==> config.mk <==
export PLATFORM = sky130hd
export DESIGN_NAME = uabl_top
export DESIGN_NICKNAME = d
export VERILOG_FILES = /design/src/uabl_pkg.sv /design/src/uabl_rx.sv /design/src/uabl_top.sv
export VERILOG_INCLUDE_DIRS = /design/src
export SDC_FILE = /design/constraint.sdc
export NUM_CORES = 1
export LEC_CHECK = 0
export ABC_AREA = 1
export BUFFER_PORTS_ARGS = -buffer_cell sky130_fd_sc_hd__buf_4
export CORE_MARGIN = 1
export CORE_UTILIZATION = 50
export DETAILED_ROUTE_END_ITERATION = 10
export MAX_ROUTING_LAYER = met4
export PLACE_DENSITY = 0.72
export SLEW_MARGIN = 15
export SYNTH_ARGS = -nofsm -noshare
export SYNTH_HDL_FRONTEND = slang
export SYNTH_SLANG_ARGS = --single-unit
==> constraint.sdc <==
create_clock -name aclk -period 2 [get_ports aclk]
set_input_delay 0.3 -clock aclk [delete_from_list [all_inputs] [get_ports aclk]]
set_output_delay 0.3 -clock aclk [all_outputs]
set_load 0.02 [all_outputs]
==> src/uabl_defs.svh <==
`ifndef UABL_DEFS_SVH
`define UABL_DEFS_SVH

// register byte offsets
`define UABL_OFS_MODE 8'h00
`define UABL_OFS_STATUS 8'h04
`define UABL_OFS_DIVISOR 8'h08
`define UABL_OFS_TXDATA 8'h0c
`define UABL_OFS_RXDATA 8'h10
`define UABL_OFS_IRQ_STATUS 8'h14
`define UABL_OFS_IRQ_MASK 8'h18

// mode register fields
`define UABL_MODE_HS 3
`define UABL_MODE_BREAK 4
`define UABL_MODE_AUTOBAUD 5

// status register fields
`define UABL_STA_RXDA 0
`define UABL_STA_TXFULL 1
`define UABL_STA_TXBUSY 2
`define UABL_STA_ABACT 3

// interrupt status and mask fields
`define UABL_IRQ_RX 0
`define UABL_IRQ_TXEMPTY 1
`define UABL_IRQ_ABDONE 2
`define UABL_IRQ_OVERRUN 3
`define UABL_IRQ_FRAME 4
`define UABL_IRQ_W 5

// reset values
`define UABL_DIVISOR_RST 16'h0000
`define UABL_MASK_RST 5'h00

// bit timing: oversample ticks (last phase index), then last data and break bit index
`define UABL_OVS_LO 4'hf
`define UABL_OVS_HI 4'h3
`define UABL_MID_LO 4'h7
`define UABL_MID_HI 4'h1
`define UABL_DATA_LAST 4'h7
`define UABL_BRK_LAST 4'hb

// sync measurement: fifth falling edge of 0x55 lies eight bits after start
`define UABL_SYNC_LAST_FALL 3'h3
`define UABL_RND_LO 24'h000040
`define UABL_RND_HI 24'h000010
`define UABL_SHIFT_LO 7
`define UABL_SHIFT_HI 5

// axi responses
`define UABL_RESP_OKAY 2'b00
`define UABL_RESP_SLVERR 2'b10

`endif

==> src/uabl_pkg.sv <==
package uabl_pkg;

  typedef enum logic [1:0] {
    RX_IDLE = 2'b00, RX_START = 2'b01, RX_DATA = 2'b11, RX_STOP = 2'b10
  } uabl_rx_state_t;

  typedef enum logic [1:0] {
    TX_IDLE = 2'b00, TX_START = 2'b01, TX_DATA = 2'b11, TX_STOP = 2'b10
  } uabl_tx_state_t;

  typedef enum logic [1:0] {
    AB_IDLE = 2'b00, AB_WAIT = 2'b01, AB_MEAS = 2'b11, AB_STOP = 2'b10
  } uabl_ab_state_t;

  typedef enum logic [2:0] {
    UABL_R_NONE, UABL_R_MODE, UABL_R_STATUS, UABL_R_DIVISOR,
    UABL_R_TXDATA, UABL_R_RXDATA, UABL_R_ISTAT, UABL_R_IMASK
  } uabl_reg_t;

  typedef struct packed {
    logic autobaud_enable;
    logic break_request;
    logic high_speed_baud_select;
  } uabl_mode_t;

  typedef struct packed {
    logic frame_err;
    logic [7:0] data;
  } uabl_rx_word_t;

  typedef struct packed {
    logic is_break;
    logic [7:0] data;
  } uabl_tx_word_t;

endpackage

==> src/uabl_rx.sv <==
module uabl_rx import uabl_pkg::*; (
  input wire logic aclk,
  input wire logic aresetn,
  input wire logic line,
  input wire logic os_tick,
  input wire logic enable,
  input wire logic [3:0] ovs_last,
  input wire logic [3:0] mid,
  output logic word_valid,
  output uabl_rx_word_t word
);

  uabl_rx_state_t state;
  logic [3:0] ph;
  logic [2:0] bitn;
  logic [7:0] shift;

  always_ff @(posedge aclk) begin
    if (!aresetn) begin
      state <= RX_IDLE;
      ph <= 4'h0;
      bitn <= 3'h0;
      shift <= 8'h00;
      word_valid <= 1'b0;
      word <= '0;
    end else begin
      word_valid <= 1'b0;
      if (!enable) begin
        state <= RX_IDLE;
      end else begin
        case (state)
          RX_IDLE: begin
            if (!line) begin
              state <= RX_START;
              ph <= 4'h0;
            end
          end
          RX_START: begin
            if (os_tick) begin
              if (ph == mid) begin
                // a start bit gone high by mid-bit is a glitch
                ph <= 4'h0;
                bitn <= 3'h0;
                state <= line ? RX_IDLE : RX_DATA;
              end else begin
                ph <= ph + 4'h1;
              end
            end
          end
          RX_DATA: begin
            if (os_tick) begin
              if (ph == ovs_last) begin
                ph <= 4'h0;
                shift <= {line, shift[7:1]};
                if (bitn == 3'h7) begin
                  state <= RX_STOP;
                end else begin
                  bitn <= bitn + 3'h1;
                end
              end else begin
                ph <= ph + 4'h1;
              end
            end
          end
          RX_STOP: begin
            if (os_tick) begin
              if (ph == ovs_last) begin
                word_valid <= 1'b1;
                word.data <= shift;
                word.frame_err <= ~line;
                state <= RX_IDLE;
              end else begin
                ph <= ph + 4'h1;
              end
            end
          end
          default: begin
            state <= RX_IDLE;
          end
        endcase
      end
    end
  end

endmodule

==> src/uabl_top.sv <==
// Summary of operation
// - mode bit 3 selects high-speed 4x sampling; reception works for every divisor.
// - with high speed set, auto-baud derives the divisor from the 4x relation.
// - status bit 0 shows received data is waiting; qualifies overrun interrupts.
// - auto-baud measures the 0x55 sync character and never stores it as data.
// - auto-baud starts when software writes one to its enable bit.
// - auto-baud divisor is rounded to the nearest value, never off by one.
// - each dummy write with break requested sends a break, even back to back.
// - auto-baud raises the receive interrupt once, after the sync character only.
`include "uabl_defs.svh"

module uabl_top import uabl_pkg::*; (
  input wire logic aclk,
  input wire logic aresetn,
  input wire logic [7:0] awaddr,
  input wire logic awvalid,
  output logic awready,
  input wire logic [31:0] wdata,
  input wire logic [3:0] wstrb,
  input wire logic wvalid,
  output logic wready,
  output logic [1:0] bresp,
  output logic bvalid,
  input wire logic bready,
  input wire logic [7:0] araddr,
  input wire logic arvalid,
  output logic arready,
  output logic [31:0] rdata,
  output logic [1:0] rresp,
  output logic rvalid,
  input wire logic rready,
  input wire logic rxd,
  output logic txd,
  output logic irq
);

  function automatic uabl_reg_t uabl_decode(input logic [7:0] a);
    case (a)
      `UABL_OFS_MODE: uabl_decode = UABL_R_MODE;
      `UABL_OFS_STATUS: uabl_decode = UABL_R_STATUS;
      `UABL_OFS_DIVISOR: uabl_decode = UABL_R_DIVISOR;
      `UABL_OFS_TXDATA: uabl_decode = UABL_R_TXDATA;
      `UABL_OFS_RXDATA: uabl_decode = UABL_R_RXDATA;
      `UABL_OFS_IRQ_STATUS: uabl_decode = UABL_R_ISTAT;
      `UABL_OFS_IRQ_MASK: uabl_decode = UABL_R_IMASK;
      default: uabl_decode = UABL_R_NONE;
    endcase
  endfunction

  // bus slave state
  logic aw_hold;
  logic w_hold;
  logic [7:0] aw_addr;
  logic [31:0] w_data;
  logic [3:0] w_strb;
  uabl_reg_t wsel;
  uabl_reg_t rsel;
  logic [31:0] rd_word;
  logic do_write;
  logic wr_mode;
  logic wr_div;
  logic wr_txdata;
  logic wr_istat;
  logic wr_imask;
  logic rx_pop;

  // registers
  uabl_mode_t mode;
  logic [15:0] divisor;
  logic [`UABL_IRQ_W-1:0] irq_status;
  logic [`UABL_IRQ_W-1:0] irq_mask;
  logic [`UABL_IRQ_W-1:0] next_irq_status;
  logic [`UABL_IRQ_W-1:0] irq_event;
  logic [`UABL_IRQ_W-1:0] irq_clear;

  // baud timing
  logic [15:0] bd_cnt;
  logic os_tick;
  logic [3:0] ovs_last;
  logic [3:0] mid;

  // receive side
  logic rx_meta;
  logic rx_s;
  logic rx_q;
  logic fall;
  logic rise;
  logic rx_enable;
  logic rx_valid;
  uabl_rx_word_t rx_word;
  uabl_rx_word_t rx_buf;
  logic rx_avail;

  // transmit side
  uabl_tx_word_t hold;
  logic hold_full;
  logic tx_take;
  logic tx_load;
  uabl_tx_state_t tx_state;
  logic [3:0] tx_ph;
  logic [3:0] tx_bitn;
  logic [7:0] tx_shift;
  logic tx_brk;

  // auto-baud
  uabl_ab_state_t ab_state;
  logic [23:0] ab_cnt;
  logic [2:0] ab_falls;
  logic ab_done;
  logic [23:0] ab_round;
  logic [23:0] ab_units;
  logic [15:0] ab_div;

  assign wsel = uabl_decode(aw_addr);
  assign rsel = uabl_decode(araddr);
  assign do_write = aw_hold & w_hold & ~bvalid;
  assign wr_mode = do_write & (wsel == UABL_R_MODE) & w_strb[0];
  assign wr_div = do_write & (wsel == UABL_R_DIVISOR);
  assign wr_txdata = do_write & (wsel == UABL_R_TXDATA) & w_strb[0];
  assign wr_istat = do_write & (wsel == UABL_R_ISTAT) & w_strb[0];
  assign wr_imask = do_write & (wsel == UABL_R_IMASK) & w_strb[0];
  assign rx_pop = arvalid & arready & (rsel == UABL_R_RXDATA);

  // write address and write data are taken independently, in either order
  always_ff @(posedge aclk) begin
    if (!aresetn) begin
      aw_hold <= 1'b0;
      awready <= 1'b1;
      aw_addr <= 8'h00;
    end else if (awvalid && awready) begin
      aw_hold <= 1'b1;
      awready <= 1'b0;
      aw_addr <= awaddr;
    end else if (bvalid && bready) begin
      aw_hold <= 1'b0;
      awready <= 1'b1;
    end
  end

  always_ff @(posedge aclk) begin
    if (!aresetn) begin
      w_hold <= 1'b0;
      wready <= 1'b1;
      w_data <= 32'h00000000;
      w_strb <= 4'h0;
    end else if (wvalid && wready) begin
      w_hold <= 1'b1;
      wready <= 1'b0;
      w_data <= wdata;
      w_strb <= wstrb;
    end else if (bvalid && bready) begin
      w_hold <= 1'b0;
      wready <= 1'b1;
    end
  end

  always_ff @(posedge aclk) begin
    if (!aresetn) begin
      bvalid <= 1'b0;
      bresp <= `UABL_RESP_OKAY;
    end else if (do_write) begin
      bvalid <= 1'b1;
      bresp <= (wsel == UABL_R_NONE) ? `UABL_RESP_SLVERR : `UABL_RESP_OKAY;
    end else if (bvalid && bready) begin
      bvalid <= 1'b0;
    end
  end

  always_comb begin
    rd_word = 32'h00000000;
    case (rsel)
      UABL_R_MODE: begin
        rd_word[`UABL_MODE_HS] = mode.high_speed_baud_select;
        rd_word[`UABL_MODE_BREAK] = mode.break_request;
        rd_word[`UABL_MODE_AUTOBAUD] = mode.autobaud_enable;
      end
      UABL_R_STATUS: begin
        rd_word[`UABL_STA_RXDA] = rx_avail;
        rd_word[`UABL_STA_TXFULL] = hold_full;
        rd_word[`UABL_STA_TXBUSY] = (tx_state != TX_IDLE);
        rd_word[`UABL_STA_ABACT] = (ab_state != AB_IDLE);
      end
      UABL_R_DIVISOR: rd_word[15:0] = divisor;
      UABL_R_RXDATA: rd_word[8:0] = rx_buf;
      UABL_R_ISTAT: rd_word[`UABL_IRQ_W-1:0] = irq_status;
      UABL_R_IMASK: rd_word[`UABL_IRQ_W-1:0] = irq_mask;
      default: rd_word = 32'h00000000;
    endcase
  end

  always_ff @(posedge aclk) begin
    if (!aresetn) begin
      arready <= 1'b1;
      rvalid <= 1'b0;
      rdata <= 32'h00000000;
      rresp <= `UABL_RESP_OKAY;
    end else if (arvalid && arready) begin
      arready <= 1'b0;
      rvalid <= 1'b1;
      rdata <= rd_word;
      rresp <= (rsel == UABL_R_NONE) ? `UABL_RESP_SLVERR : `UABL_RESP_OKAY;
    end else if (rvalid && rready) begin
      rvalid <= 1'b0;
      arready <= 1'b1;
    end
  end

  // software write wins over a same-cycle hardware clear so a re-arm is kept
  always_ff @(posedge aclk) begin
    if (!aresetn) begin
      mode <= '0;
    end else if (wr_mode) begin
      mode.high_speed_baud_select <= w_data[`UABL_MODE_HS];
      mode.break_request <= w_data[`UABL_MODE_BREAK];
      mode.autobaud_enable <= w_data[`UABL_MODE_AUTOBAUD];
    end else begin
      if (ab_done) begin
        mode.autobaud_enable <= 1'b0;
      end
      if (tx_take) begin
        mode.break_request <= 1'b0;
      end
    end
  end

  always_ff @(posedge aclk) begin
    if (!aresetn) begin
      divisor <= `UABL_DIVISOR_RST;
    end else if (wr_div) begin
      if (w_strb[0]) begin
        divisor[7:0] <= w_data[7:0];
      end
      if (w_strb[1]) begin
        divisor[15:8] <= w_data[15:8];
      end
    end else if (ab_done) begin
      divisor <= ab_div;
    end
  end

  // one tick every divisor+1 cycles; counting up means a new divisor
  // (software or auto-baud) takes hold at once, not after a stale 0xffff count
  always_ff @(posedge aclk) begin
    if (!aresetn) begin
      bd_cnt <= 16'h0000;
      os_tick <= 1'b0;
    end else if (bd_cnt >= divisor) begin
      bd_cnt <= 16'h0000;
      os_tick <= 1'b1;
    end else begin
      bd_cnt <= bd_cnt + 16'h0001;
      os_tick <= 1'b0;
    end
  end

  assign ovs_last = mode.high_speed_baud_select ? `UABL_OVS_HI : `UABL_OVS_LO;
  assign mid = mode.high_speed_baud_select ? `UABL_MID_HI : `UABL_MID_LO;

  always_ff @(posedge aclk) begin
    if (!aresetn) begin
      rx_meta <= 1'b1;
      rx_s <= 1'b1;
      rx_q <= 1'b1;
    end else begin
      rx_meta <= rxd;
      rx_s <= rx_meta;
      rx_q <= rx_s;
    end
  end

  assign fall = rx_q & ~rx_s;
  assign rise = ~rx_q & rx_s;

  // receiver is held off while measuring so the sync byte is never stored
  assign rx_enable = ~mode.autobaud_enable & (ab_state == AB_IDLE);

  uabl_rx u_rx (
    .aclk(aclk),
    .aresetn(aresetn),
    .line(rx_s),
    .os_tick(os_tick),
    .enable(rx_enable),
    .ovs_last(ovs_last),
    .mid(mid),
    .word_valid(rx_valid),
    .word(rx_word)
  );

  // a byte landing in the cycle of a pop keeps the flag set
  always_ff @(posedge aclk) begin
    if (!aresetn) begin
      rx_avail <= 1'b0;
      rx_buf <= '0;
    end else if (rx_valid) begin
      rx_avail <= 1'b1;
      rx_buf <= rx_word;
    end else if (rx_pop) begin
      rx_avail <= 1'b0;
    end
  end

  // sync measured from start edge to fifth falling edge: eight bit times
  always_ff @(posedge aclk) begin
    if (!aresetn) begin
      ab_state <= AB_IDLE;
      ab_cnt <= 24'h000000;
      ab_falls <= 3'h0;
    end else if (!mode.autobaud_enable) begin
      ab_state <= AB_IDLE;
    end else begin
      case (ab_state)
        AB_IDLE: ab_state <= AB_WAIT;
        AB_WAIT: begin
          if (fall) begin
            ab_state <= AB_MEAS;
            ab_cnt <= 24'h000001;
            ab_falls <= 3'h0;
          end
        end
        AB_MEAS: begin
          if (fall && (ab_falls == `UABL_SYNC_LAST_FALL)) begin
            ab_state <= AB_STOP;
          end else begin
            if (fall) begin
              ab_falls <= ab_falls + 3'h1;
            end
            if (ab_cnt != 24'hffffff) begin
              ab_cnt <= ab_cnt + 24'h000001;
            end
          end
        end
        AB_STOP: begin
          if (rise) begin
            ab_state <= AB_IDLE;
          end
        end
        default: ab_state <= AB_IDLE;
      endcase
    end
  end

  assign ab_done = mode.autobaud_enable & (ab_state == AB_STOP) & rise;

  // round to nearest before the minus one; truncation gave the off-by-one
  always_comb begin
    if (mode.high_speed_baud_select) begin
      ab_round = ab_cnt + `UABL_RND_HI;
      ab_units = ab_round >> `UABL_SHIFT_HI;
    end else begin
      ab_round = ab_cnt + `UABL_RND_LO;
      ab_units = ab_round >> `UABL_SHIFT_LO;
    end
    if (ab_units == 24'h000000) begin
      ab_div = 16'h0000;
    end else if (ab_units > 24'h010000) begin
      ab_div = 16'hffff;
    end else begin
      ab_div = 16'(ab_units - 24'h000001);
    end
  end

  assign tx_take = wr_txdata & ~hold_full;
  assign tx_load = (tx_state == TX_IDLE) & hold_full;

  // break flag travels with its own dummy byte, so back-to-back breaks hold
  always_ff @(posedge aclk) begin
    if (!aresetn) begin
      hold_full <= 1'b0;
      hold <= '0;
    end else if (tx_take) begin
      hold_full <= 1'b1;
      hold.data <= w_data[7:0];
      hold.is_break <= mode.break_request;
    end else if (tx_load) begin
      hold_full <= 1'b0;
    end
  end

  always_ff @(posedge aclk) begin
    if (!aresetn) begin
      tx_state <= TX_IDLE;
      txd <= 1'b1;
      tx_ph <= 4'h0;
      tx_bitn <= 4'h0;
      tx_shift <= 8'h00;
      tx_brk <= 1'b0;
    end else begin
      case (tx_state)
        TX_IDLE: begin
          if (hold_full) begin
            tx_state <= TX_START;
            txd <= 1'b0;
            tx_ph <= 4'h0;
            tx_shift <= hold.is_break ? 8'h00 : hold.data;
            tx_brk <= hold.is_break;
          end
        end
        TX_START: begin
          if (os_tick) begin
            if (tx_ph == ovs_last) begin
              tx_ph <= 4'h0;
              tx_bitn <= 4'h0;
              tx_state <= TX_DATA;
              txd <= tx_shift[0] & ~tx_brk;
            end else begin
              tx_ph <= tx_ph + 4'h1;
            end
          end
        end
        TX_DATA: begin
          if (os_tick) begin
            if (tx_ph == ovs_last) begin
              tx_ph <= 4'h0;
              if (tx_bitn == (tx_brk ? `UABL_BRK_LAST : `UABL_DATA_LAST)) begin
                tx_state <= TX_STOP;
                txd <= 1'b1;
              end else begin
                tx_bitn <= tx_bitn + 4'h1;
                tx_shift <= {1'b0, tx_shift[7:1]};
                txd <= tx_shift[1] & ~tx_brk;
              end
            end else begin
              tx_ph <= tx_ph + 4'h1;
            end
          end
        end
        TX_STOP: begin
          if (os_tick) begin
            if (tx_ph == ovs_last) begin
              tx_state <= TX_IDLE;
            end else begin
              tx_ph <= tx_ph + 4'h1;
            end
          end
        end
        default: begin
          tx_state <= TX_IDLE;
          txd <= 1'b1;
        end
      endcase
    end
  end

  // sync completion is the single receive event of an auto-baud sequence
  always_comb begin
    irq_event = '0;
    irq_event[`UABL_IRQ_RX] = rx_valid | ab_done;
    irq_event[`UABL_IRQ_TXEMPTY] = tx_load;
    irq_event[`UABL_IRQ_ABDONE] = ab_done;
    irq_event[`UABL_IRQ_OVERRUN] = rx_valid & rx_avail & ~rx_pop;
    irq_event[`UABL_IRQ_FRAME] = rx_valid & rx_word.frame_err;
    irq_clear = wr_istat ? w_data[`UABL_IRQ_W-1:0] : '0;
    next_irq_status = (irq_status & ~irq_clear) | irq_event;
  end

  always_ff @(posedge aclk) begin
    if (!aresetn) begin
      irq_status <= '0;
      irq_mask <= `UABL_MASK_RST;
      irq <= 1'b0;
    end else begin
      irq_status <= next_irq_status;
      if (wr_imask) begin
        irq_mask <= w_data[`UABL_IRQ_W-1:0];
      end
      irq <= |(next_irq_status & (wr_imask ? w_data[`UABL_IRQ_W-1:0] : irq_mask));
    end
  end

endmodule

---- Word-level counts from Yosys, hierarchy flattened ----
Cells that the tools add are included.
storage, ports and cells
  bits in registers ....................... 199
  output and inout port bits .............. 43
  logic and storage cells ................. 330
cells by class
  add/sub/neg operators ................... 10
  $lt $le $gt $ge ......................... 2
  equality and inequality tests ........... 68
  mux-type cells .......................... 112
  bitwise gates (word level) .............. 38
  reductions and logical operators ........ 52
operators with widths
  cell                                                   number
  two-way mux 4 bit                                      19
  two-way mux 24 bit                                     3
  two-way mux 16 bit                                     4
  two-way mux 8 bit                                      7
  == test 8 x 5 -> 1 bit (second input constant)         6
  != test 2 bit (second input constant)                  24
  one-hot mux 24 bit (2 select lines)                    1
  two-way mux 2 bit                                      23
  one-hot mux 3 bit (7 select lines)                     2
  == test 8 x 4 -> 1 bit (second input constant)         4
  nonzero test 2 bit                                     15
  two-way mux 3 bit                                      9
  bitwise AND 1 bit                                      25
  two-way mux 1 bit                                      25
  adder 24 x 1 -> 24 bit (second input constant)         1
  adder 24 x 5 -> 24 bit (second input constant)         1
  adder 24 x 7 -> 24 bit (second input constant)         1
  logical NOT 24 bit                                     1
  != test 24 bit (second input constant)                 1
  one-hot mux 2 bit (4 select lines)                     3
  == test 3 bit (second input constant)                  7
  > comparator 19 x 17 -> 1 bit (second input constant)  1
  two-way mux 19 bit                                     1
  one-hot mux 3 bit (2 select lines)                     3
  other kinds (42)                                       95

---- Depth between registers and ports, before layout ----
Gate-level depths: netlist of run 1.
  depth after elaboration ................. 11
  gate-level depth with buffers ........... 20

---- Cells and area by module ----
From an unflattened synthesis of run 1, not the netlist that was laid out.
second synthesis, totals
  cell total of the unflattened synthesis .. 1594
  area, all modules ....................... 10576.4 um^2
modules (own cells, without submodules)
  module    instances  cells an instance  area an instance (um^2)  seq. area each (um^2)
  uabl_top  1          1390               9242.6                   3403.3
  uabl_rx   1          204                1333.8                   540.5

---- Least setup slack after synthesis of run 1 ----
No wires, ideal clock.
  kind .................................... register to register
  start ................................... register ab_cnt[4]
  end ..................................... register divisor[0]
  setup time .............................. 0.122 ns
  arrival ................................. 2.054 ns
  data required time ...................... 1.878 ns
  setup slack ............................. -0.176 ns
  stages on the path, launching flop included .. 19
  buffers on the path ..................... 2
  cells stage by stage .................... dfxtp_1 ha_1 buf_2 nand2_1 inv_1 nand2_2 nand2_1 nand3_1 nand2_1 nand2_1 nor2_2 nand2_1 nor2_1 nand3_1 nand2_2 inv_4 buf_4 nand2_1 a21oi_2
on the way
  cells in the longest elaborated chain, start to end .. 7
  elaborated cells on any way between the ends .. 10
  classes of those cells .................. add/sub (3); order compare (1); mux (5); reduce/logical (1)
ends and longest elaborated chain
  element                                                                            line                              RTL
  start, declared                                                                    uabl_top.sv:107                   logic [23:0] ab_cnt;
  start signal, assigned                                                             uabl_top.sv:328                   ab_cnt <= ab_cnt + 24'h000001;
  adder 24 x 7 -> 24 bit (no source line) or adder 24 x 5 -> 24 bit (tied branches)  -
  two-way mux 19 bit *                                                               uabl_top.sv:346                   if (mode.high_speed_baud_select) begin
  subtractor 16 x 1 -> 16 bit or > comparator 19 x 17 -> 1 bit (tied branches)       uabl_top.sv:358, uabl_top.sv:355
  two-way mux 16 bit                                                                 uabl_top.sv:355                   end else if (ab_units > 24'h010000) begin
  two-way mux 16 bit *                                                               uabl_top.sv:353                   if (ab_units == 24'h000000) begin
  two-way mux 16 bit *                                                               uabl_top.sv:236                   end else if (ab_done) begin
  two-way mux 16 bit *                                                               uabl_top.sv:229                   end else if (wr_div) begin
  end signal, assigned                                                               uabl_top.sv:228                   divisor <= `UABL_DIVISOR_RST;
  end signal, assigned                                                               uabl_top.sv:231                   divisor[7:0] <= w_data[7:0];
  end signal, assigned                                                               uabl_top.sv:237                   divisor <= ab_div;
  end, declared                                                                      uabl_top.sv:69                    logic [15:0] divisor;
Every way passes the cells marked *; elsewhere a longest branch is shown, timed or not. The select of a mux whose other input is x is not followed.
A chain may end at the register's enable or synchronous reset.

---- Worst setup path after layout of run 1 ----
  start ................................... register ab_cnt[6]
  end ..................................... register divisor[13]
The elaborated chain is that of the path after synthesis.

==> results of run 1 <==
## layout make-up
class	count	area [µm²]
clock buffer	17	425
clock inverter	15	209
fill	1780	6470
inverter	200	779
multi-input combinational	1127	6230
sequential	197	3990
tap	270	338
timing repair buffer	258	1980
## cell usage after synthesis, drive strengths merged (2+ instances only)
cell type	count	area, µm²
xor2	15	131
nor3	36	180
o31ai	2	15.0
nand2	335	1300
or2	6	37.5
o22ai	5	31.3
o21ai	165	833
nand3b	2	15.0
a22o	5	43.8
inv	197	742
o2111ai	2	17.5
clkbuf	35	131
o211ai	5	37.5
nand4	15	93.8
nor4	4	25.0
nor2	181	734
a31oi	6	37.5
a211oi	10	75.1
o21bai	2	15.0
clkinv	3	11.3
nand3	116	581
xnor2	4	35.0
o21a	2	15.0
nor3b	4	30.0
dfxtp	197	3940
ha	29	363
a21oi	148	778
buf	28	201
## power groups by stage
| stage | Clock (W) | Sequential (W) | Combinational (W) |
|---|---|---|---|
| after global routing | 0.00383 | 0.00410 | 0.000862 |
| after CTS | 0.00364 | 0.00409 | 0.000750 |
| final | 0.00361 | 0.00409 | 0.000771 |
| after detailed placement | 0 | 0.00418 | 0.000741 |
| after floorplan | 0 | 0.00418 | 0.000504 |
| after global placement | 0 | 0.00418 | 0.000721 |
## per-stage QoR
step | cell area [µm²] | power [W]
4_1_cts | 13500 | 0.00848
2_1_floorplan | 10700 | 0.00468
3_5_place_dp | 12400 | 0.00492
3_3_place_gp | 12400 | 0.00490
6_report | 14000 | 0.00847
5_1_grt | 14000 | 0.00879
## what timing repair did
item,CTS,global route
buffers inserted,12,12
endpoints found under the hold margin,0,0
endpoints found under the setup margin,40,89
pin swaps,24,44
gates cloned,1,0
resized for setup,99,119
hold buffers,0,0
## cell usage in the layout (no fill, tap or decap), types with 7 or more instances in the layout
master,n
nand2_1,285
buf_4,249
dfxtp_1,177
inv_1,171
o21ai_0,150
nor2_1,144
a21oi_1,124
nand3_1,95
nand2_2,37
nor3_1,24
ha_1,24
nor2_4,23
a21oi_2,23
inv_2,20
nand3_2,20
conb_1,18
clkbuf_16,17
nand4_1,15
nor2_2,14
xor2_1,14
nand2_4,12
dfxtp_2,12
nor3_2,11
a211oi_1,9
dfxtp_4,8
buf_6,8
o21ai_2,7
## state kept, by name, indices dropped and copies added (netlist names), 4 cells and up
name / flops
rx_buf: 9
u_rx.shift: 8
irq_mask: 5
tx_shift: 8
ab_cnt: 24
divisor: 16
tx_bitn: 4
irq_status: 5
rdata: 16
w_data: 16
hold: 9
bd_cnt: 16
u_rx.ph: 4
aw_addr: 8
u_rx.word: 9
tx_ph: 4
## worst max-delay path, cell delays in order, from the launching register on
cell and delay [ns]:
dfxtp_4 0.39, ha_4 0.18, buf_6 0.12, nand2_8 0.06
nor2_4 0.16, nand2_2 0.06, nand3_2 0.09, nand2_4 0.07
inv_2 0.07, nand2_2 0.07, nor3_2 0.20, nand4_1 0.27
nand2_4 0.24, nand2_1 0.08, nand2_1 0.08, a21oi_2 0.05
## final timing paths
kind                               start                        to  slack [ns]  cells after the start
hold reg to reg       rx_meta$_SDFF_PN1_           rx_s$_SDFF_PN1_        0.42                      1
hold / removal                       rxd        rx_meta$_SDFF_PN1_        0.05                      2
setup reg to reg  ab_cnt[6]$_SDFFE_PN0P_  divisor[13]$_SDFFE_PN0P_       -0.31                     15
setup / recovery  ab_cnt[6]$_SDFFE_PN0P_  divisor[13]$_SDFFE_PN0P_       -0.31                     15
## metal layers
metal | share of wire (%) | vias up | wire [µm]
li1 | - | 5599 | -
met1 | 46 | 5117 | 14300
met2 | 46 | 358 | 14200
met3 | 6.7 | 35 | 2090
met4 | 1.6 | 0 | 485
met5 | 0 | - | 0
## cell families after synthesis
family	after synthesis	synth area share, %
compound gates	358	18.5
xor+xnor	19	1.58
buf+inv	263	10.3
mux	1	0.0950
flops	197	37.4
simple gates	701	28.6
fa+ha+maj	29	3.44
other cells	1	0.0356
==> flow_summary.yaml, run 1 <==
timing:
  setup_viol: 26
  setup_slack_ns: -0.309
  worst_hold_slack_ns: 0.0464
  clock_skew_ns: 0.0144
  finalMaxSlewViolations: 0
  rsz0062_at_grt: "yes"
  fmax_mhz: 433
  final-hold-violation-count: 0
  tns_ns: -4.93
  period_needed_ns: 2.31
  period_share_pct: 115
placed_design:
  gp_congestion: 0.990
  dp_slack_ns: -0.363
  port_buffers: 66
  place_inst: 2027
  dpl.hpwl_um: 22700
critical_path:
  cp_max_fo: 8
  cp_data_arrival_time_ns: 2.64
  startpoint_type: "register"
  criticalPathCategory: "reg -> reg"
  worst_ep_required_time_ns: 2.33
  critPathCaptureType: "register"
power_and_ir_drop:
  p_leak_nw: 6.00
  p_int_w: 0.00612
  power_frac_seq_pct: 48.3
  irDropWorstVdd_mv: 0.548
  power_density_mw_per_mm2: 607
  power.switching_w: 0.00235
  swShare_pct: 27.8
  clkPwrFrac_pct: 42.6
  combPwrFrac_pct: 9.1
floorplan:
  fp.dieH_um: 147
  num_rows: 52
  io_pins: 103
  fp.dieW_um: 147
  start_util_pct: 51.6
  dieArea_mm2: 0.0217
  coreArea_mm2: 0.0204
clock_tree:
  root_buffer: "clkbuf_16"
  clock_path_buffers: 2
  tritoncts: "done"
  cts_sinks: 197
  h-tree-depth: 4
  clkTransAtPathRegs_ns: 0.08
  cts_buffers: 17
  clock_latency_ns: 0.44
global_routing:
  antenna_found_initial: 0
  grt_util_met3_pct: 4.81
  met1_usage_pct: 39.6
  use_met2_pct: 46.4
  grt_overflow_total: 0
  grt_max_degree: 65
  grt_util_all_layers_pct: 29.7
  busiest_layer: "met2"
  grt_first_pass_wirelength_um: 50300
  grt_pass1_vias: 10300
yosys:
  syn_inst: 1569
  synth_ff_type: "dfxtp_1"
  async_flop_share_pct: 0
  synth_cell_types: 50
  synth_edf_count: 0
  ys_warn_count: 0
  ys_ff_latch: 197
  synth.cell_area_mm2: 0.0105
  ys_seq_area_share_pct: 37.4
  postSynthAreaPerCell_um2: 6.71
final_layout:
  drive_gt1_share_pct: 27.9
  finalNetCount: 1890
  final_util_pct: 68.3
  num_antenna_cells: 0
  syn2layout_area_growth_pct: 32.5
  final-instance-count-excl-fill: 2084
drt:
  dr.pass1.iters: 5
  drtAntennaViolNets: 0
  vias_per_cell: 5.33
  routed_wl_um: 31000
  routedWlPerCell_um: 14.9
  route.detailed.drc: 0
  first_iter_violations: 803
  dr_total_vias: 11100
flow_run:
  maxCapViolCount: 0
run_status:
  violations: "negative setup slack"
  status: "finished with violations"
worst_hold_path:
  hold_path.class: "in -> reg"
Power figures use the tool's default switching activity.
==> run 2: changes to the inputs <==
--- a/config.mk
+++ b/config.mk
@@ -9,11 +9,11 @@
 export ABC_AREA = 1
 export BUFFER_PORTS_ARGS = -buffer_cell sky130_fd_sc_hd__buf_4
 export CORE_MARGIN = 1
-export CORE_UTILIZATION = 50
+export CORE_UTILIZATION = 45
 export DETAILED_ROUTE_END_ITERATION = 10
 export MAX_ROUTING_LAYER = met4
-export PLACE_DENSITY = 0.72
-export SLEW_MARGIN = 15
+export PLACE_DENSITY = 0.66
+export SLEW_MARGIN = 20
 export SYNTH_ARGS = -nofsm -noshare
 export SYNTH_HDL_FRONTEND = slang
 export SYNTH_SLANG_ARGS = --single-unit
==> flow_summary.yaml, run 2 (synthesized netlist as in run 1, its figures left out) <==
run_status:
  status: "finished with violations"
  violations: "negative setup slack"
clock_tree:
  clkTransAtPathRegs_ns: 0.08
  tritoncts: "done"
  h-tree-depth: 4
  clock_path_buffers: 2
  cts_sinks: 197
  clock_latency_ns: 0.44
  ctsHoldBuffers: 0
  root_buffer: "clkbuf_16"
  cts_buffers: 17
final_layout:
  final_cell_mix: "286 x nand2_1, 242 x buf_4, 180 x dfxtp_1"
  finalNetCount: 1887
  layout_commonest_cell: "nand2_1"
  drive_gt1_share_pct: 27.2
  largest_reg_flops: 24
  num_antenna_cells: 0
  syn2layout_area_growth_pct: 32.5
  top_register: "ab_cnt"
floorplan:
  start_util_pct: 46.3
  dieArea_mm2: 0.0240
  fp.dieH_um: 155
  coreArea_mm2: 0.0228
  io_pins: 103
  fp.dieW_um: 155
  num_rows: 55
critical_path:
  cp_data_arrival_time_ns: 2.59
  worst_ep_required_time_ns: 2.37
  critPathCaptureType: "register"
  cp_max_fo: 8
  startpoint_type: "register"
  criticalPathCategory: "reg -> reg"
power_and_ir_drop:
  irDropWorstVdd_mv: 0.403
  total_power_w: 0.00828
  p_leak_nw: 6.05
  power_density_mw_per_mm2: 593
global_routing:
  grt_first_pass_wirelength_um: 49600
  grt_pass1_vias: 10100
  grt_util_all_layers_pct: 26.5
  antenna_found_initial: 0
  grt_max_degree: 49
  grt_overflow_total: 0
timing:
  maxSlewHeadroom_pct: 55.1
  period_share_pct: 111
  finalMaxSlewViolations: 0
  setup_slack_ns: -0.219
  rsz0062_at_grt: "yes"
  final-hold-violation-count: 0
  tns_ns: -4.17
  period_needed_ns: 2.22
  setup_viol: 32
  tightest_slew_ns: 0.671
  clock_skew_ns: 0.0125
  fmax_mhz: 451
placed_design:
  dpl.hpwl_um: 22400
  gp_congestion: 0.928
  port_buffers: 66
worst_hold_path:
  hold_path.class: "in -> reg"
drt:
  route.detailed.drc: 0
  vias_per_cell: 5.17
  first_iter_violations: 871
  dr_total_vias: 11000
  routedWlPerCell_um: 14.5
  dr.pass1.iters: 5
  drtAntennaViolNets: 0
  routed_wl_um: 30800
flow_run:
  maxCapViolCount: 0
run 2: layer usage:
metal | GRT usage (%) | vias to the layer above | wire [µm] | share of wire (%)
met3 | 4.40 | 37 | 2190 | 7.1
met1 | 37.3 | 4994 | 14800 | 48
met4 | 6.41 | 0 | 442 | 1.4
met5 | - | - | 0 | 0
met2 | 39.5 | 369 | 13400 | 43
li1 | - | 5587 | - | -
run 2: path summary, 6_finish.rpt:
kind	from	end	slack [ns]	cells after the start
worst max-delay path	ab_cnt[7]$_SDFFE_PN0P_	divisor[6]$_SDFFE_PN0P_	-0.22	16
worst min-delay path	rxd	rx_meta$_SDFF_PN1_	0.04	2
worst max register to register	ab_cnt[7]$_SDFFE_PN0P_	divisor[6]$_SDFFE_PN0P_	-0.22	16
worst min register to register	rx_meta$_SDFF_PN1_	rx_s$_SDFF_PN1_	0.42	1
run 2: timing repair:
action | CTS | global route
pin swaps | 32 | 24
endpoints found under the hold margin | 0 | 0
resized for setup | 81 | 142
cloned | 1 | 1
setup endpoints to repair | 40 | 70
buffers inserted | 10 | 24
run 2: worst max-delay path: stages (launching register included):
cell and delay (ns):
dfxtp_4 0.38, ha_4 0.21, inv_4 0.05, nor2_4 0.17, nand2_4 0.10, nor2_4 0.13
nand3_2 0.09, nand3_2 0.11, nand2_2 0.09, nor2_4 0.13, nor2_2 0.04, buf_4 0.13
inv_2 0.13, nand2_4 0.11, nand2_1 0.10, nand2_1 0.06, a21oi_1 0.11
run 2: report_power, final:
group          internal (W)  switching, W
combinational      0.000278      0.000486
sequential          0.00400     0.0000857
clock               0.00168       0.00175
total               0.00596       0.00232
run 2: final cells by class:
type                    count  area (µm²)
flip-flops and latches    197        3990
clock inverters            15         160
fillers                  2060        8810
multi-input cells        1127        6220
clock buffers              17         425
repair buffers            254        1980
repair inverters            1        8.76
well taps                 313         392
inverters                 200         785
run 2: per-stage QoR:
stage	std cells	utilization [%]	hold slack (ns)	cell area, µm²	setup slack (ns)
floorplan	1586	-	0.393	10700	-0.000858
CTS	2101	58.5	0.0304	13300	-0.189
global placement	2058	54.5	0.395	12400	-0.265
global route	2124	61.3	0.0354	14000	-0.355
detailed placement	2058	54.5	0.408	12400	-0.313
finish	2124	61.3	0.0409	14000	-0.219
==> run 3: changes to the inputs <==
--- a/config.mk
+++ b/config.mk
@@ -13,6 +13,7 @@
 export DETAILED_ROUTE_END_ITERATION = 10
 export MAX_ROUTING_LAYER = met4
 export PLACE_DENSITY = 0.66
+export RECOVER_POWER = 25
 export SLEW_MARGIN = 20
 export SYNTH_ARGS = -nofsm -noshare
 export SYNTH_HDL_FRONTEND = slang
==> flow_summary.yaml, run 3 (synthesized netlist as in run 1, its figures left out) <==
timing:
  maxSlewHeadroom_pct: 44.8
  tns_ns: -4.51
  period_share_pct: 111
  setup_slack_ns: -0.227
  finalMaxSlewViolations: 0
  setup_viol: 32
  final-hold-violation-count: 0
  tightest_slew_ns: 0.828
  fmax_mhz: 449
  period_needed_ns: 2.23
  clock_skew_ns: 0.0119
  rsz0062_at_grt: "yes"
global_routing:
  grt_first_pass_wirelength_um: 49600
  grt_max_degree: 49
  grt_util_all_layers_pct: 26.5
  grt_pass1_vias: 10100
  antenna_found_initial: 0
  grt_overflow_total: 0
clock_tree:
  cts_sinks: 197
  root_buffer: "clkbuf_16"
  clkTransAtPathRegs_ns: 0.08
  tritoncts: "done"
  clock_path_buffers: 2
  clock_latency_ns: 0.44
  h-tree-depth: 4
  cts_buffers: 17
  ctsHoldBuffers: 0
drt:
  drtAntennaViolNets: 0
  routed_wl_um: 30900
  vias_per_cell: 5.19
  dr_total_vias: 11000
  routedWlPerCell_um: 14.5
  route.detailed.drc: 0
  first_iter_violations: 904
  dr.pass1.iters: 6
final_layout:
  largest_reg_flops: 24
  num_antenna_cells: 0
  layout_commonest_cell: "nand2_1"
  top_register: "ab_cnt"
  final_area_mm2: 0.0139
  drive_gt1_share_pct: 26.4
  syn2layout_area_growth_pct: 31.7
  final_cell_mix: "286 x nand2_1, 226 x buf_4, 180 x dfxtp_1"
  finalNetCount: 1887
  final-instance-count-excl-fill: 2124
floorplan:
  num_rows: 55
  start_util_pct: 46.3
  fp.dieH_um: 155
  coreArea_mm2: 0.0228
  io_pins: 103
  fp.dieW_um: 155
  dieArea_mm2: 0.0240
run_status:
  violations: "negative setup slack"
  status: "finished with violations"
critical_path:
  slowest_delay_ns: 0.38
  worst_path_max_delay_cell: "dfxtp_4"
  cp_cell_sequence: "ha_4 > nand2_4 > nor2_4 > nand2_1 > nand3_1 > nand2_2 > inv_2 > nand2_4 > nor2_4 > nand2_1 > nor2_1 > nand3_1 > nand2_2 > clkinv_4 > nand2_1 > a21oi_2"
  cpMostUsedCell: "nand2_1"
  cp_max_fo: 8
  critPathBufInv: 2
  critPathTopFamily: "simple AND/OR/NAND/NOR gates"
  startpoint_type: "register"
  criticalPathCategory: "reg -> reg"
  critPathCaptureType: "register"
  worst_ep_required_time_ns: 2.32
  cp_data_arrival_time_ns: 2.55
power_and_ir_drop:
  power.switching_w: 0.00232
  total_power_w: 0.00827
  irDropWorstVdd_mv: 0.403
  power_density_mw_per_mm2: 596
  p_int_w: 0.00595
  combPwrFrac_pct: 9.1
  p_leak_nw: 5.98
  swShare_pct: 28.0
  clkPwrFrac_pct: 41.5
  power_frac_seq_pct: 49.4
flow_run:
  maxCapViolCount: 0
placed_design:
  place_area_mm2: 0.0124
  dpl.hpwl_um: 22400
  port_buffers: 66
  gp_congestion: 0.928
  place_inst: 2058
worst_hold_path:
  hold_path.class: "in -> reg"
run 3: changes by cell type in the layout (fill, tap and decap cells not counted), sizes merged:
cell,change
buf,-17
clkbuf,+17
run 3: through the flow:
stage	hold slack, ns	util, %	worst slack [ns]
2_1_floorplan	0.393	-	-0.000858
3_3_place_gp	0.395	54.5	-0.265
3_5_place_dp	0.408	54.5	-0.313
4_1_cts	0.0304	58.5	-0.189
5_1_grt	0.0354	60.9	-0.355
6_report	0.0428	60.9	-0.227
run 3: path summary, 6_finish.rpt:
check                          from                       end  slack, ns  cells after the start
min                             rxd        rx_meta$_SDFF_PN1_       0.04                      2
min reg2reg      rx_meta$_SDFF_PN1_           rx_s$_SDFF_PN1_       0.42                      1
max          ab_cnt[7]$_SDFFE_PN0P_  divisor[14]$_SDFFE_PN0P_      -0.23                     16
max reg2reg  ab_cnt[7]$_SDFFE_PN0P_  divisor[14]$_SDFFE_PN0P_      -0.23                     16
run 3: repair_timing:
item,in CTS,in global routing
cloned,1,1
setup buffers,10,24
resized for setup,81,142
setup endpoints to repair,40,70
pin swaps,32,24
run 3: power groups by stage:
stage	clock network, W	logic (W)	registers (W)
after floorplan	0	0.000504	0.00418
after global placement	0	0.000722	0.00418
after detailed placement	0	0.000733	0.00418
after CTS	0.00348	0.000741	0.00409
after global routing	0.00364	0.000862	0.00410
final	0.00343	0.000754	0.00409
run 3: metal layers:
metal,vias to the layer above,track usage [%],part of all wire [%]
met4,0,6.41,1.4
met2,360,39.5,43
met3,40,4.40,6.9
li1,5588,-,-
met5,-,-,0
met1,5042,37.3,48
run 3: layout make-up:
class,count,area [µm²]
clock buffers,17,425
clock inverters,15,160
fillers,2077,8900
inverters,200,785
multi-input cells,1127,6220
flip-flops and latches,197,3990
well taps,313,392
repair buffers,254,1890
repair inverters,1,8.76
